$ cat src/sysctrl_pkg.sv
// constants and types shared by the timer hold / system control bank
// Summary of operation
// [RULE1] resume bit 3 releases held watchdog
// [RULE2] resume bit 2 releases held radio timebase
// [RULE3] resume bit 1 releases held general timer
// [RULE4] resume bit 0 releases held wake-up timer
// [RULE5] halt_hold_enable set holds all timers in halt
// [RULE6] enable clear: halt holds follow hold flags
// [RULE7] watchdog always held during debug halt
// [RULE8] calibration_pending: programmed but not yet calibrated
// [RULE9] exchange_mem_split bits 5:1, reset code 1
// [RULE10] codes 9-15, 17-23 valid; 8,16,>23 reserved
// [RULE11] software holds wake request one low-power period
// [RULE12] deep sleep wake interrupt after 3-4 periods
// [RULE13] pulse style: steady high or fast clock/2
// [RULE14] prescale bypass: ON counter undivided, else /10
// [RULE15] clock source: fast clock or 32 kHz slow
// [RULE16] timer_run zero stops and resets timer
// [RULE17] on_reload write sets reload, read counter
// [RULE18] hold-request ones hold timers, zeros ignored
// [RULE19] watchdog software hold blocked when reset-only
// [RULE20] one hold flag per timer, reset clears
package sysctrl_pkg;
    // register indices (byte address is four times the index)
    localparam logic [31:0] IDX_TIMER_HOLD_SET = 32'h5000_3300;
    localparam logic [31:0] IDX_TIMER_RESUME = 32'h5000_3302;
    localparam logic [31:0] IDX_DEBUG_HALT_CONTROL = 32'h5000_3304;
    localparam logic [31:0] IDX_GENERAL_STATUS = 32'h5000_3306;
    localparam logic [31:0] IDX_GENERAL_CONTROL = 32'h5000_3308;
    localparam logic [31:0] IDX_TIMER_CONTROL = 32'h5000_3400;
    localparam logic [31:0] IDX_TIMER_ON_RELOAD = 32'h5000_3402;
    // number of index bits compared by the decoder
    localparam int DEC_BITS = 12;
    // hold flag positions
    localparam int HOLD_WDOG = 3;
    localparam int HOLD_RADIO = 2;
    localparam int HOLD_GTIMER = 1;
    localparam int HOLD_WAKEUP = 0;
    // field positions
    localparam int HALT_HOLD_EN_BIT = 0;
    localparam int CAL_PEND_BIT = 0;
    localparam int WAKE_REQ_BIT = 0;
    localparam int EM_SPLIT_LSB = 1;
    localparam int EM_SPLIT_MSB = 5;
    localparam int TC_STYLE_BIT = 3;
    localparam int TC_BYPASS_BIT = 2;
    localparam int TC_SOURCE_BIT = 1;
    localparam int TC_RUN_BIT = 0;
    // reset values
    localparam logic HALT_HOLD_EN_RST = 1'h1;
    localparam logic [4:0] EM_SPLIT_RST = 5'h01;
    // timing figures
    localparam int PRESCALE_DIV = 10;
    localparam logic [1:0] WAKE_LP_TICKS = 2'h3;
    // wake request sequencer
    typedef enum logic [1:0] {
        WK_IDLE = 2'b00,
        WK_WAIT = 2'b01,
        WK_DONE = 2'b10
    } wake_state_t;
endpackage : sysctrl_pkg

$ cat src/timer_freeze_sysctrl.sv
// timer hold, debug halt, memory split, radio wake and general timer bank
//
// Implementation choice: the APB slave port.
`timescale 1ns/1ns
`default_nettype none
module timer_freeze_sysctrl (
    input wire logic clk, // system clock, 100 MHz
    input wire logic rst, // synchronous reset, active high
    input wire logic psel, // apb select
    input wire logic penable, // apb enable
    input wire logic pwrite, // apb direction
    input wire logic [31:0] paddr, // apb byte address
    input wire logic [31:0] pwdata, // apb write data
    output logic [31:0] prdata, // apb read data
    output logic pready, // apb ready
    output logic pslverr, // apb error on unmapped address
    input wire logic debug_halted, // processor halted in debug state
    input wire logic wdog_reset_only, // watchdog reset-only mode
    input wire logic otp_programmed, // otp initially programmed
    input wire logic calibration_done, // calibration performed
    input wire logic radio_deep_sleep, // radio core in deep sleep
    input wire logic lp_tick, // one pulse per low-power clock period
    input wire logic fast_tick, // one pulse per fast clock period
    input wire logic slow_tick, // one pulse per 32 kHz period
    output logic watchdog_held, // watchdog counter held
    output logic radio_timebase_held, // radio timebase held
    output logic sw_timer_held, // general timer held
    output logic wakeup_timer_held, // wake-up timer held
    output logic radio_wake_request, // wake request to radio
    output logic lp_wake_irq, // low-power wake interrupt pulse
    output logic [3:0] exchange_mem_kb, // exchange memory size
    output logic [5:0] system_mem_kb, // system memory size
    output logic exchange_mem_reserved, // split code reserved
    output logic pulse_out, // general timer pulse output
    output logic [15:0] on_phase_counter // live ON counter
);
    // whole state of the block
    typedef struct packed {
        logic [3:0] hold;
        logic [3:0] held;
        logic halt_hold_enable;
        logic cal_pend;
        logic [4:0] em_split;
        logic [3:0] em_kb;
        logic [5:0] sys_kb;
        logic em_rsv;
        logic wake_req;
        sysctrl_pkg::wake_state_t wk_state;
        logic [1:0] wk_cnt;
        logic wake_irq;
        logic [3:0] tctrl;
        logic [15:0] on_reload;
        logic [15:0] on_cnt;
        logic [3:0] pre_cnt;
        logic fast_half;
        logic pulse;
        logic pready;
        logic pslverr;
        logic [31:0] prdata;
    } state_t;

    state_t st_r; // registered state
    state_t st_nxt; // next state

    // address match against a register index
    function automatic logic reg_hit(input logic [31:0] addr, input logic [31:0] idx);
        reg_hit = (addr[sysctrl_pkg::DEC_BITS+1:2] == idx[sysctrl_pkg::DEC_BITS-1:0]);
    endfunction : reg_hit

    // split code to {reserved, exchange kB, system kB}
    function automatic logic [10:0] em_decode(input logic [4:0] code);
        logic [3:0] em;
        logic [5:0] sys;
        logic rsv;
        em = 4'h0;
        sys = 6'h2A;
        rsv = 1'b0;
        if (code == 5'h00) begin // no exchange memory
            em = 4'h0;
            sys = 6'h2A;
        end else if (code <= 5'h07) begin // 2..8 kB
            em = 4'(code + 5'h01);
            sys = 6'(6'h31 - {1'b0, code});
        end else if (code >= 5'h09 && code <= 5'h0F) begin // 4..10 kB, 40 kB system
            em = 4'(code - 5'h05);
            sys = 6'h28;
        end else if (code >= 5'h11 && code <= 5'h17) begin // 6..12 kB, 38 kB system
            em = 4'(code - 5'h0B);
            sys = 6'h26;
        end else begin // reserved codes
            rsv = 1'b1;
        end
        em_decode = {rsv, em, sys};
    endfunction : em_decode

    logic acc; // access phase, answer not yet given
    logic wr_done; // write takes effect this edge
    logic hit_any; // address maps to a register
    logic tick_sel; // selected timer clock tick
    logic on_tick; // ON counter step
    logic g_run; // general timer may advance
    logic [10:0] em_dec; // decoded split

    // next-state logic
    always_comb begin
        st_nxt = st_r;
        acc = psel && penable && !st_r.pready;
        wr_done = psel && penable && st_r.pready && pwrite;
        hit_any = reg_hit(paddr, sysctrl_pkg::IDX_TIMER_HOLD_SET) ||
                  reg_hit(paddr, sysctrl_pkg::IDX_TIMER_RESUME) ||
                  reg_hit(paddr, sysctrl_pkg::IDX_DEBUG_HALT_CONTROL) ||
                  reg_hit(paddr, sysctrl_pkg::IDX_GENERAL_STATUS) ||
                  reg_hit(paddr, sysctrl_pkg::IDX_GENERAL_CONTROL) ||
                  reg_hit(paddr, sysctrl_pkg::IDX_TIMER_CONTROL) ||
                  reg_hit(paddr, sysctrl_pkg::IDX_TIMER_ON_RELOAD);

        // apb answer, one wait state
        st_nxt.pready = acc;
        st_nxt.pslverr = acc && !hit_any;
        st_nxt.prdata = 32'h0000_0000;
        if (acc && !pwrite) begin // read mux
            if (reg_hit(paddr, sysctrl_pkg::IDX_TIMER_HOLD_SET) ||
                reg_hit(paddr, sysctrl_pkg::IDX_TIMER_RESUME)) begin
                st_nxt.prdata = {28'h0000000, st_r.hold};
            end else if (reg_hit(paddr, sysctrl_pkg::IDX_DEBUG_HALT_CONTROL)) begin
                st_nxt.prdata = {31'h00000000, st_r.halt_hold_enable};
            end else if (reg_hit(paddr, sysctrl_pkg::IDX_GENERAL_STATUS)) begin
                st_nxt.prdata = {31'h00000000, st_r.cal_pend}; // [RULE8]
            end else if (reg_hit(paddr, sysctrl_pkg::IDX_GENERAL_CONTROL)) begin
                st_nxt.prdata = {26'h0000000, st_r.em_split, st_r.wake_req};
            end else if (reg_hit(paddr, sysctrl_pkg::IDX_TIMER_CONTROL)) begin
                st_nxt.prdata = {28'h0000000, st_r.tctrl};
            end else if (reg_hit(paddr, sysctrl_pkg::IDX_TIMER_ON_RELOAD)) begin
                st_nxt.prdata = {16'h0000, st_r.on_cnt}; // [RULE17]
            end
        end

        // hold flags: set by hold-request, cleared by resume
        for (int i = 0; i < 4; i++) begin
            if (wr_done && reg_hit(paddr, sysctrl_pkg::IDX_TIMER_RESUME) && pwdata[i]) begin
                st_nxt.hold[i] = 1'b0; // [RULE1] [RULE2] [RULE3] [RULE4] [RULE20]
            end
            if (wr_done && reg_hit(paddr, sysctrl_pkg::IDX_TIMER_HOLD_SET) && pwdata[i] &&
                !(i == sysctrl_pkg::HOLD_WDOG && wdog_reset_only)) begin
                st_nxt.hold[i] = 1'b1; // [RULE18] [RULE19] [RULE20]
            end
        end

        // effective holds including debug halt
        for (int i = 0; i < 4; i++) begin
            st_nxt.held[i] = st_nxt.hold[i] || (debug_halted && st_r.halt_hold_enable); // [RULE5] [RULE6]
        end
        if (debug_halted) begin // watchdog always held in halt
            st_nxt.held[sysctrl_pkg::HOLD_WDOG] = 1'b1; // [RULE7]
        end

        // plain control registers
        if (wr_done && reg_hit(paddr, sysctrl_pkg::IDX_DEBUG_HALT_CONTROL)) begin
            st_nxt.halt_hold_enable = pwdata[sysctrl_pkg::HALT_HOLD_EN_BIT];
        end
        st_nxt.cal_pend = otp_programmed && !calibration_done; // [RULE8]
        if (wr_done && reg_hit(paddr, sysctrl_pkg::IDX_GENERAL_CONTROL)) begin
            st_nxt.em_split = pwdata[sysctrl_pkg::EM_SPLIT_MSB:sysctrl_pkg::EM_SPLIT_LSB]; // [RULE9]
            st_nxt.wake_req = pwdata[sysctrl_pkg::WAKE_REQ_BIT];
        end
        em_dec = em_decode(st_nxt.em_split);
        st_nxt.em_rsv = em_dec[10]; // [RULE10]
        st_nxt.em_kb = em_dec[9:6]; // [RULE9] [RULE10]
        st_nxt.sys_kb = em_dec[5:0];
        if (wr_done && reg_hit(paddr, sysctrl_pkg::IDX_TIMER_CONTROL)) begin
            st_nxt.tctrl = pwdata[3:0];
        end
        if (wr_done && reg_hit(paddr, sysctrl_pkg::IDX_TIMER_ON_RELOAD)) begin
            st_nxt.on_reload = pwdata[15:0]; // [RULE17]
        end

        // radio wake sequencer, counts low-power ticks
        st_nxt.wake_irq = 1'b0;
        case (st_r.wk_state)
            sysctrl_pkg::WK_IDLE: begin // wait for request in deep sleep
                st_nxt.wk_cnt = 2'h0;
                if (st_r.wake_req && radio_deep_sleep) begin
                    st_nxt.wk_state = sysctrl_pkg::WK_WAIT;
                end
            end
            sysctrl_pkg::WK_WAIT: begin // third tick raises interrupt
                if (!st_r.wake_req) begin
                    st_nxt.wk_state = sysctrl_pkg::WK_IDLE;
                end else if (lp_tick) begin
                    st_nxt.wk_cnt = 2'(st_r.wk_cnt + 2'h1);
                    if (2'(st_r.wk_cnt + 2'h1) == sysctrl_pkg::WAKE_LP_TICKS) begin
                        st_nxt.wake_irq = 1'b1; // [RULE12]
                        st_nxt.wk_state = sysctrl_pkg::WK_DONE;
                    end
                end
            end
            sysctrl_pkg::WK_DONE: begin // rearm after request drops
                if (!st_r.wake_req) begin
                    st_nxt.wk_state = sysctrl_pkg::WK_IDLE;
                end
            end
            default: begin // unused code
                st_nxt.wk_state = sysctrl_pkg::WK_IDLE;
            end
        endcase

        // general timer ON counter
        tick_sel = st_r.tctrl[sysctrl_pkg::TC_SOURCE_BIT] ? fast_tick : slow_tick; // [RULE15]
        g_run = st_r.tctrl[sysctrl_pkg::TC_RUN_BIT] && !st_r.held[sysctrl_pkg::HOLD_GTIMER];
        on_tick = 1'b0;
        if (g_run && tick_sel) begin // prescaler
            if (st_r.tctrl[sysctrl_pkg::TC_BYPASS_BIT]) begin
                on_tick = 1'b1; // [RULE14]
            end else if (st_r.pre_cnt == 4'(sysctrl_pkg::PRESCALE_DIV - 1)) begin
                st_nxt.pre_cnt = 4'h0;
                on_tick = 1'b1; // [RULE14]
            end else begin
                st_nxt.pre_cnt = 4'(st_r.pre_cnt + 4'h1);
            end
        end
        if (on_tick) begin // count down, reload at zero
            st_nxt.on_cnt = (st_r.on_cnt == 16'h0000) ? st_r.on_reload : 16'(st_r.on_cnt - 16'h0001);
        end
        if (g_run && fast_tick) begin // fast clock halved
            st_nxt.fast_half = !st_r.fast_half; // [RULE13]
        end
        if (st_nxt.on_cnt != 16'h0000) begin // high time
            st_nxt.pulse = st_r.tctrl[sysctrl_pkg::TC_STYLE_BIT] ? st_nxt.fast_half : 1'b1; // [RULE13]
        end else begin
            st_nxt.pulse = 1'b0;
        end
        if (!st_r.tctrl[sysctrl_pkg::TC_RUN_BIT]) begin // off and in reset state
            st_nxt.on_cnt = 16'h0000; // [RULE16]
            st_nxt.pre_cnt = 4'h0;
            st_nxt.fast_half = 1'b0;
            st_nxt.pulse = 1'b0;
        end
    end

    // state register
    always_ff @(posedge clk) begin
        if (rst) begin
            st_r <= '0;
            st_r.halt_hold_enable <= sysctrl_pkg::HALT_HOLD_EN_RST; // [RULE5]
            st_r.em_split <= sysctrl_pkg::EM_SPLIT_RST; // [RULE9]
            st_r.em_kb <= 4'h2;
            st_r.sys_kb <= 6'h30;
            st_r.wk_state <= sysctrl_pkg::WK_IDLE;
        end else begin
            st_r <= st_nxt;
        end
    end

    // outputs straight from the state flops
    assign prdata = st_r.prdata;
    assign pready = st_r.pready;
    assign pslverr = st_r.pslverr;
    assign watchdog_held = st_r.held[sysctrl_pkg::HOLD_WDOG];
    assign radio_timebase_held = st_r.held[sysctrl_pkg::HOLD_RADIO];
    assign sw_timer_held = st_r.held[sysctrl_pkg::HOLD_GTIMER];
    assign wakeup_timer_held = st_r.held[sysctrl_pkg::HOLD_WAKEUP];
    assign radio_wake_request = st_r.wake_req;
    assign lp_wake_irq = st_r.wake_irq;
    assign exchange_mem_kb = st_r.em_kb;
    assign system_mem_kb = st_r.sys_kb;
    assign exchange_mem_reserved = st_r.em_rsv;
    assign pulse_out = st_r.pulse;
    assign on_phase_counter = st_r.on_cnt;

    // write strobes seen by the checks
    logic wr_resume; // write to resume register
    logic wr_holdset; // write to hold-request register
    assign wr_resume = wr_done && reg_hit(paddr, sysctrl_pkg::IDX_TIMER_RESUME);
    assign wr_holdset = wr_done && reg_hit(paddr, sysctrl_pkg::IDX_TIMER_HOLD_SET);
endmodule : timer_freeze_sysctrl
`default_nettype wire

$ cat config.mk
export PLATFORM = sky130hd
export DESIGN_NAME = timer_freeze_sysctrl
export DESIGN_NICKNAME = d
export VERILOG_FILES = /design/src/sysctrl_pkg.sv /design/src/timer_freeze_sysctrl.sv
export SDC_FILE = /design/constraint.sdc
export NUM_CORES = 1
export LEC_CHECK = 0
export ABC_AREA = 0
export BUFFER_PORTS_ARGS = -buffer_cell sky130_fd_sc_hd__buf_2
export CAP_MARGIN = 15
export CELL_PAD_IN_SITES_DETAIL_PLACEMENT = 1
export CELL_PAD_IN_SITES_GLOBAL_PLACEMENT = 2
export CORE_UTILIZATION = 26
export CTS_CLUSTER_DIAMETER = 50
export CTS_CLUSTER_SIZE = 25
export DETAILED_ROUTE_END_ITERATION = 6
export PLACE_DENSITY_LB_ADDON = 0.12
export SETUP_SLACK_MARGIN = 0.2
export SLEW_MARGIN = 20
export SYNTH_ARGS = -nofsm -noshare
export SYNTH_HDL_FRONTEND = slang
export SYNTH_SLANG_ARGS = --single-unit
$ cat constraint.sdc
create_clock -name clk -period 2.74 [get_ports clk]
set_clock_uncertainty 0.15 [all_clocks]
set_input_delay 0.548 -clock clk [delete_from_list [all_inputs] [get_ports clk]]
set_output_delay 0.548 -clock clk [all_outputs]
set_load 0.005 [all_outputs]
==> impl_metrics.json, run 1 <==
{
  "final_area_mm2": 0.00617,
  "drv_cap": 0,
  "synth-edff-count": 0,
  "grt_usage": 0.172,
  "hold_class": "input port to flop",
  "place_ws_ns": -0.178,
  "cts_buffer_depth": 2,
  "fmax_ghz": 0.386,
  "fin_crit_ns": 2.59,
  "p_leak_uw": 0.00265,
  "status": "finished, final reports clean",
  "worstPathRequired_ns": 2.83,
  "final_util": 0.345,
  "place_area_mm2": 0.00559,
  "cts_tree": "yes",
  "layout.nets": 772,
  "die_area_mm2": 0.0188,
  "rsz0062_at_grt": "yes",
  "synthDistinctLibCells": 67,
  "syn_area_mm2": 0.00475,
  "core_area_mm2": 0.0179,
  "grt_pass1_vias": 4503,
  "ys_seq_elements": 92,
  "synth_most_common_cell": "dfxtp_1",
  "cts.sinks": 92,
  "die_height_um": 137,
  "cts-root-buf": "clkbuf_16",
  "synthCells": 569,
  "critPathArrivalTime_ns": 2.68,
  "rows": 49,
  "holdWs_ns": 0.203,
  "yosysWarnings": 0,
  "ys.flop_type": "dfxtp_1",
  "worst_pin_slew_ns": 0.525,
  "gp_congestion": 0.818,
  "slew_headroom": 0.647,
  "fin_crit_sh": 0.946,
  "wirelength_mm": 15.6,
  "drv_slew": 0,
  "clkLatencyLatePin_ns": 0.36,
  "ios": 145,
  "yosysSeqAreaShare": 0.388,
  "portBuffers": 92,
  "setup.worst_path.start_class": "flop",
  "synth_top_family_by_area": "simple AND/OR/NAND/NOR gates",
  "synth_xor_area_frac": 0.0111,
  "vias": 4364,
  "synth_compound_area_frac": 0.148,
  "finalWorstSetupSlack_ns": 0.149,
  "synth_common_cells": "dfxtp_1, nand2_1, buf_4",
  "numCtsBuffers": 9,
  "wl_per_cell_um": 16.9,
  "area_growth_pct": 30.0,
  "worst_setup_path_end_kind": "flop",
  "synth_area_leaders": "dfxtp_1, buf_4, nand2_1",
  "post-dp-hpwl_mm": 12.0,
  "synth_adder_area_share": 0.0185,
  "diodes": 0,
  "synth_top_area_share": 0.388,
  "criticalPathCategory": "flop to flop",
  "hold_violations": 0,
  "finalSetupViolations": 0,
  "initial_utilization": 0.265,
  "overflow": 0,
  "synthArstFlopShare": 0,
  "synth.avg_cell_area_um2": 8.34,
  "clk_pin_slew_worst_paths_ns": 0.07,
  "antenna_found_initial": 0,
  "num-fill-cells": 2159,
  "drive_gt1_frac": 0.366,
  "fp.dieW_um": 137,
  "pwr_density_cell_mw_per_mm2": 459,
  "grt_pass1_wl_mm": 24.2,
  "drt_iter0_drc": 180,
  "dr.pass1.iters": 4,
  "viasPerCell": 4.74,
  "synth_mux_area_frac": 0.0390,
  "htreeDepth": 3,
  "grt_max_degree": 43,
  "yosys.area.top_type": "dfxtp_1",
  "worst-path-max-fanout": 3,
  "ant_nets": 0,
  "power_uw": 2830,
  "ir_drop_v": 0.000308,
  "yosys.area_share.simple": 0.263,
  "drc": 0
}
==> critical path: stages (launching register included) <==
cell	delay [ns]
dfxtp_2	0.32
inv_2	0.08
ha_4	0.14
nor4b_4	0.21
nand4_1	0.19
buf_4	0.20
a211oi_2	0.20
o22ai_1	0.12
or4_4	0.55
o31a_1	0.32
==> state kept, by name, indices dropped and copies added, names as in the netlist <==
name,count
radio_wake_request,1
lp_wake_irq,1
pulse_out,1
st_r,40
sw_timer_held,1
exchange_mem_kb,4
exchange_mem_reserved,1
on_phase_counter,16
system_mem_kb,6
pslverr,1
pready,1
radio_timebase_held,1
watchdog_held,1
prdata,16
wakeup_timer_held,1
==> cell usage in the layout, fill, tap and decap left out, types with 4 or more instances in the layout <==
cell	instances
o21ai_2	4
mux2i_1	10
and2_1	7
nor2_1	55
nor2b_1	19
o21ai_0	18
nor3_1	21
xnor2_1	5
a22oi_1	8
clkbuf_16	9
a211oi_1	6
dfxtp_2	5
a222oi_1	4
inv_1	14
buf_4	80
a21oi_1	37
dfxtp_1	87
buf_2	92
nor4_4	5
and3_1	4
nand2_1	66
conb_1	17
nand3_1	15
mux2_2	4
or2_2	4
==> routing by layer <==
| layer | track usage | vias up | share of wire |
|---|---|---|---|
| li1 | - | 2142 | - |
| met1 | 0.202 | 2129 | 0.44 |
| met2 | 0.314 | 79 | 0.51 |
| met3 | 0.0307 | 14 | 0.031 |
| met4 | 0.0543 | 0 | 0.014 |
| met5 | 0 | - | 0 |
==> worst paths after layout <==
path	to	start	cells after the start	slack [ns]
min reg2reg	st_r[71]	st_r[71]	2	0.31
min	st_r[98]	calibration_done	2	0.20
max reg2reg	pulse_out	on_phase_counter[1]	9	0.15
max	pulse_out	on_phase_counter[1]	9	0.15
==> final cells by class <==
type | instances | area, um2 | area share
clock inverter | 5 | 85.1 | 0.0138
tap | 229 | 287 | 0.0464
timing repair buffer | 174 | 1090 | 0.177
clock buffer | 10 | 239 | 0.0387
multi-input combinational | 392 | 2540 | 0.412
inverter | 19 | 78.8 | 0.0128
sequential | 92 | 1850 | 0.299
==> cells by family (layout without fill, tap and decap cells) <==
logic type	after synthesis	in the layout
adder cells (fa/ha/maj)	7	7
AO/OA/AOI/OAI	110	110
multiplexers	17	17
AND/OR/NAND/NOR	235	235
XOR/XNOR	6	6
buffers and inverters	100	208
other	2	17
flip-flops	92	92
==> metrics by stage <==
step / setup TNS [ns] / instances
floorplan: 0 / 584
global placement: -0.539 / 893
detailed placement: -0.729 / 893
CTS: 0 / 912
global route: 0 / 921
finish: 0 / 921
==> report_power, final <==
part	leakage (uW)	internal, uW	switching (uW)
logic	0.00175	41.6	62.8
registers	0.000745	1340	2.11
clock network	0.000155	825	559
total	0.00265	2210	624
==> what timing repair did <==
item / 4_1_cts / 5_1_grt
gates resized for setup: 22 / 20
pin swaps: 7 / 12
setup endpoints to repair: 3 / 6
hold buffers: 0 / 0
buffers inserted: 4 / 9
Note: power is estimated with default switching activity, not from simulation.
==> run 2, diff against run 1 <==
- CORE_ASPECT_RATIO: not set -> 1.25
==> run 2 against run 1 <==
Register-to-register slack gained 0.02 ns. Combinational power is essentially flat. Design area grew 1.2%. Utilization grew 0.96 points. Sequential share of layout area shrank 0.39 points. Flip-flop and latch count is the same. Sequential power is essentially flat. First-iteration DRC count shrank 36%. Die area is essentially flat. Worst hold slack gained 0.0029 ns. Critical path depth grew 1. Clock-buffer cell count shrank 1.
==> impl_metrics.json, run 2 (synthesis results as in run 1) <==
{
  "status": "finished, final reports clean",
  "worst_pin_slew_ns": 0.655,
  "clk_pin_slew_worst_paths_ns": 0.07,
  "drive_gt1_frac": 0.374,
  "largest_reg_flops": 40,
  "fmax_ghz": 0.389,
  "gp_congestion": 0.818,
  "final_util": 0.354,
  "setup.worst_path.start_class": "flop",
  "place_area_mm2": 0.00564,
  "fin_crit_sh": 0.938,
  "seqCellArea_mm2": 0.00185,
  "initial_utilization": 0.269,
  "finalSetupViolations": 0,
  "p_leak_uw": 0.00269,
  "grt_max_degree": 43,
  "grt_usage": 0.175,
  "rows": 54,
  "crit_buf_inv": 3,
  "worstPathRequired_ns": 2.83,
  "wirelength_mm": 15.7,
  "cpPeakStageDelay_ns": 0.47,
  "grt_pass1_wl_mm": 24.9,
  "num-fill-cells": 2095,
  "clkLatencyLatePin_ns": 0.36,
  "grt_pass1_vias": 4651,
  "portBuffers": 92,
  "hold_violations": 0,
  "tns_ns": 0,
  "layout_common_cells": "buf_2, dfxtp_1, buf_4, nand2_1, nor2_1",
  "criticalPathCategory": "flop to flop",
  "critPathArrivalTime_ns": 2.66,
  "worst-path-max-fanout": 4,
  "pwr_density_cell_mw_per_mm2": 467,
  "wl_per_cell_um": 17.1,
  "overflow": 0,
  "multi_input_area_mm2": 0.00258,
  "area_growth_pct": 31.6,
  "slew_headroom": 0.564,
  "dr.pass1.iters": 4,
  "cts.sinks": 92,
  "worst_setup_path_end_kind": "flop",
  "die_area_mm2": 0.0188,
  "drt_iter0_drc": 115,
  "ir_drop_v": 0.000278,
  "hold_class": "input port to flop",
  "crit_chain": "inv_2, ha_4, nor4b_4, buf_4, nand4_1, buf_6, a211oi_4, o22ai_2, or4_1, o31a_1",
  "cts_tree": "yes",
  "critPathSlowestCell": "or4_1",
  "final_area_mm2": 0.00625,
  "numCtsBuffers": 9,
  "path_delay_family": "simple AND/OR/NAND/NOR gates",
  "diodes": 0,
  "core_area_mm2": 0.0176,
  "regMostFlops": "st_r",
  "post-dp-hpwl_mm": 12.2,
  "layout.nets": 776,
  "drv_cap": 0,
  "viasPerCell": 4.73,
  "htreeDepth": 3,
  "die_height_um": 153,
  "antenna_found_initial": 0,
  "fp.dieW_um": 123,
  "ios": 145,
  "layout_commonest_cell": "buf_2",
  "fin_crit_ns": 2.57,
  "cts_buffer_depth": 2,
  "rsz0062_at_grt": "yes",
  "cts-root-buf": "clkbuf_16",
  "ant_nets": 0,
  "vias": 4359,
  "drv_slew": 0,
  "drc": 0
}
## run 2: per-layer routing
metal / track usage / wire, um / up-vias
li1: - / - / 2147
met5: 0 / 0 / -
met2: 0.321 / 8320 / 86
met4: 0.0616 / 315 / 0
met3: 0.0321 / 572 / 17
met1: 0.198 / 6530 / 2109
## run 2: worst paths after layout
kind | from | end | slack [ns] | cells after the start
worst min register to register | st_r[66] | st_r[66] | 0.32 | 2
worst max register to register | on_phase_counter[0] | pulse_out | 0.17 | 10
worst max-delay path | on_phase_counter[0] | pulse_out | 0.17 | 10
worst min-delay path | calibration_done | st_r[98] | 0.21 | 2
## run 2: area by class of cell
type	instances	share of cell area
clock buffer	9	0.0361
clock inverter	7	0.0184
inverter	19	0.0118
multi-input combinational	392	0.412
sequential	92	0.296
tap	224	0.0449
timing repair buffer	178	0.181
## run 2: repair_timing
| action | 4_1_cts | 5_1_grt |
|---|---|---|
| pin swaps | 6 | 19 |
| gates cloned | 0 | 0 |
| gates resized for setup | 25 | 27 |
| buffers inserted | 2 | 5 |
| hold buffers | 0 | 0 |
| setup endpoints to repair | 2 | 6 |
## run 2: through the flow
step | hold WS, ns | total power [uW] | setup slack (ns) | cells
global placement | 0.301 | 1480 | -0.235 | 898
detailed placement | 0.310 | 1480 | -0.226 | 898
CTS | 0.191 | 2960 | 0.155 | 916
finish | 0.206 | 2920 | 0.171 | 921
floorplan | 0.283 | 1430 | 0.215 | 584
global route | 0.200 | 3030 | 0.0524 | 921
## run 2: where the power goes
part	switching, uW	internal (uW)
Combinational	62.8	43.9
Sequential	2.56	1340
Clock	580	889
Total	645	2280
==> run 3, diff against run 2 <==
- SETUP_SLACK_MARGIN: 0.2 -> not set
==> run 3 against run 2 <==
Fmax down 3.5%. Non-clock buffer count shrank 6. Setup slack got worse by 0.092 ns. First-iteration DRC count increased by 22%. Critical path type unchanged. Largest power group is now sequential cells. Highest routed layer unchanged.
==> impl_metrics.json, run 3 (synthesis results as in run 1) <==
{
  "status": "finished, final reports clean",
  "grt_usage": 0.172,
  "cts_hold_buf": 0,
  "viasPerCell": 4.72,
  "initial_utilization": 0.269,
  "drv_slew": 0,
  "diodes": 0,
  "layout.nets": 770,
  "setup.worst_path.start_class": "flop",
  "area_growth_pct": 26.4,
  "die_height_um": 153,
  "drv_cap": 0,
  "htreeDepth": 3,
  "p_clk_frac": 0.471,
  "cts.sinks": 92,
  "pwr_density_cell_mw_per_mm2": 457,
  "final_util": 0.340,
  "ant_nets": 0,
  "combPwrFrac": 0.039,
  "hold_class": "input port to flop",
  "overflow": 0,
  "fmax_ghz": 0.376,
  "rows": 54,
  "wirelength_mm": 15.4,
  "criticalPathCategory": "flop to flop",
  "ios": 145,
  "antenna_found_initial": 0,
  "ff2ff_setup_slack_ns": 0.08,
  "drt_iter0_drc": 140,
  "worstPathRequired_ns": 2.82,
  "hold_start": "calibration_done",
  "r2r_end": "pulse_out",
  "whs_path_depth": 2,
  "vias": 4323,
  "critPathSlowestCell": "or4_1",
  "crit_buf_inv": 3,
  "crit_start": "on_phase_counter[0]",
  "fin_crit_sh": 0.971,
  "fp.dieW_um": 123,
  "tns_ns": 0,
  "regMostFlops": "st_r",
  "post-dp-hpwl_mm": 12.4,
  "gp_congestion": 0.834,
  "p_leak_uw": 0.00261,
  "wl_per_cell_um": 16.8,
  "worst_setup_path_end_kind": "flop",
  "clk_pin_slew_worst_paths_ns": 0.07,
  "place_ws_ns": -0.269,
  "finalSetupViolations": 0,
  "finalWorstSetupSlack_ns": 0.0785,
  "core_area_mm2": 0.0176,
  "cpPeakStageDelay_ns": 0.41,
  "clkLatencyLatePin_ns": 0.35,
  "path_common_cell": "buf_4",
  "reg2reg_from": "on_phase_counter[0]",
  "drive_gt1_frac": 0.331,
  "ir_drop_v": 0.000248,
  "critPathArrivalTime_ns": 2.75,
  "hold_violations": 0,
  "die_area_mm2": 0.0188,
  "rr_worst_depth": 10,
  "cts_tree": "yes",
  "p_sw_frac": 0.235,
  "largest_reg_flops": 40,
  "power_frac_seq": 0.491,
  "internal_power_uw": 2100,
  "min_to": "st_r[98]",
  "grt_max_degree": 28,
  "grt_pass1_vias": 4592,
  "fin_crit_ns": 2.66,
  "worst-path-max-fanout": 4,
  "grt_pass1_wl_mm": 24.7,
  "crit_chain": "inv_1, ha_1, nor4b_4, nand4_1, buf_4, buf_4, o21ai_0, a21oi_2, or4_1, o31a_1",
  "cts-root-buf": "clkbuf_16",
  "path_delay_family": "simple AND/OR/NAND/NOR gates",
  "numCtsBuffers": 9,
  "portBuffers": 92,
  "drc": 0,
  "holdWs_ns": 0.217,
  "layout_common_cells": "dfxtp_1, buf_2, buf_4, nand2_1, nor2_1",
  "cts_buffer_depth": 2,
  "dr.pass1.iters": 5,
  "p_sw_uw": 643
}
run 3: cell types whose count changed in the layout (fill, tap and decap cells not counted), sizes merged:
cell,before,now
buf,178,172
clkinvlp,2,1
clkinv,2,5
bufinv,3,1
run 3: worst max path at each step:
stage,cells past startpoint,end
finish,10,pulse_out
floorplan,9,system_mem_kb[1]
detailed placement,10,pulse_out
global route,10,pulse_out
CTS,11,pulse_out
global placement,10,pulse_out
run 3: area by class of cell:
type / count / area (um2)
fillers: 2129 / 11600
multi-input cells: 392 / 2440
flip-flops and latches: 92 / 1840
repair buffers: 172 / 1060
well taps: 224 / 280
clock buffers: 9 / 225
clock inverters: 7 / 77.6
inverters: 19 / 71.3
run 3: power groups by stage:
stage / combinational (uW) / sequential [uW] / clock, uW
after CTS: 107 / 1340 / 1340
final: 106 / 1340 / 1290
after global routing: 117 / 1340 / 1380
after detailed placement: 107 / 1380 / 0
after floorplan: 56.3 / 1380 / 0
after global placement: 105 / 1380 / 0
run 3: layer usage:
layer	global-route usage	vias to the layer above	wire, um
li1	-	2135	-
met1	0.187	2093	6260
met2	0.328	77	8440
met3	0.0246	18	425
met4	0.0616	0	269
met5	0	-	0
run 3: timing repair:
action,in CTS,in global routing
resized for setup,2,10
pin swaps,1,3
setup endpoints to repair,1,1
setup buffers,1,1
gates cloned,0,0
hold endpoints to repair,0,0
run 3: stage by stage:
stage	cells	cell area (um2)	power [uW]
finish	915	6000	2740
global placement	897	5620	1480
CTS	914	5940	2790
detailed placement	897	5620	1480
global route	915	6000	2840
floorplan	584	4840	1430
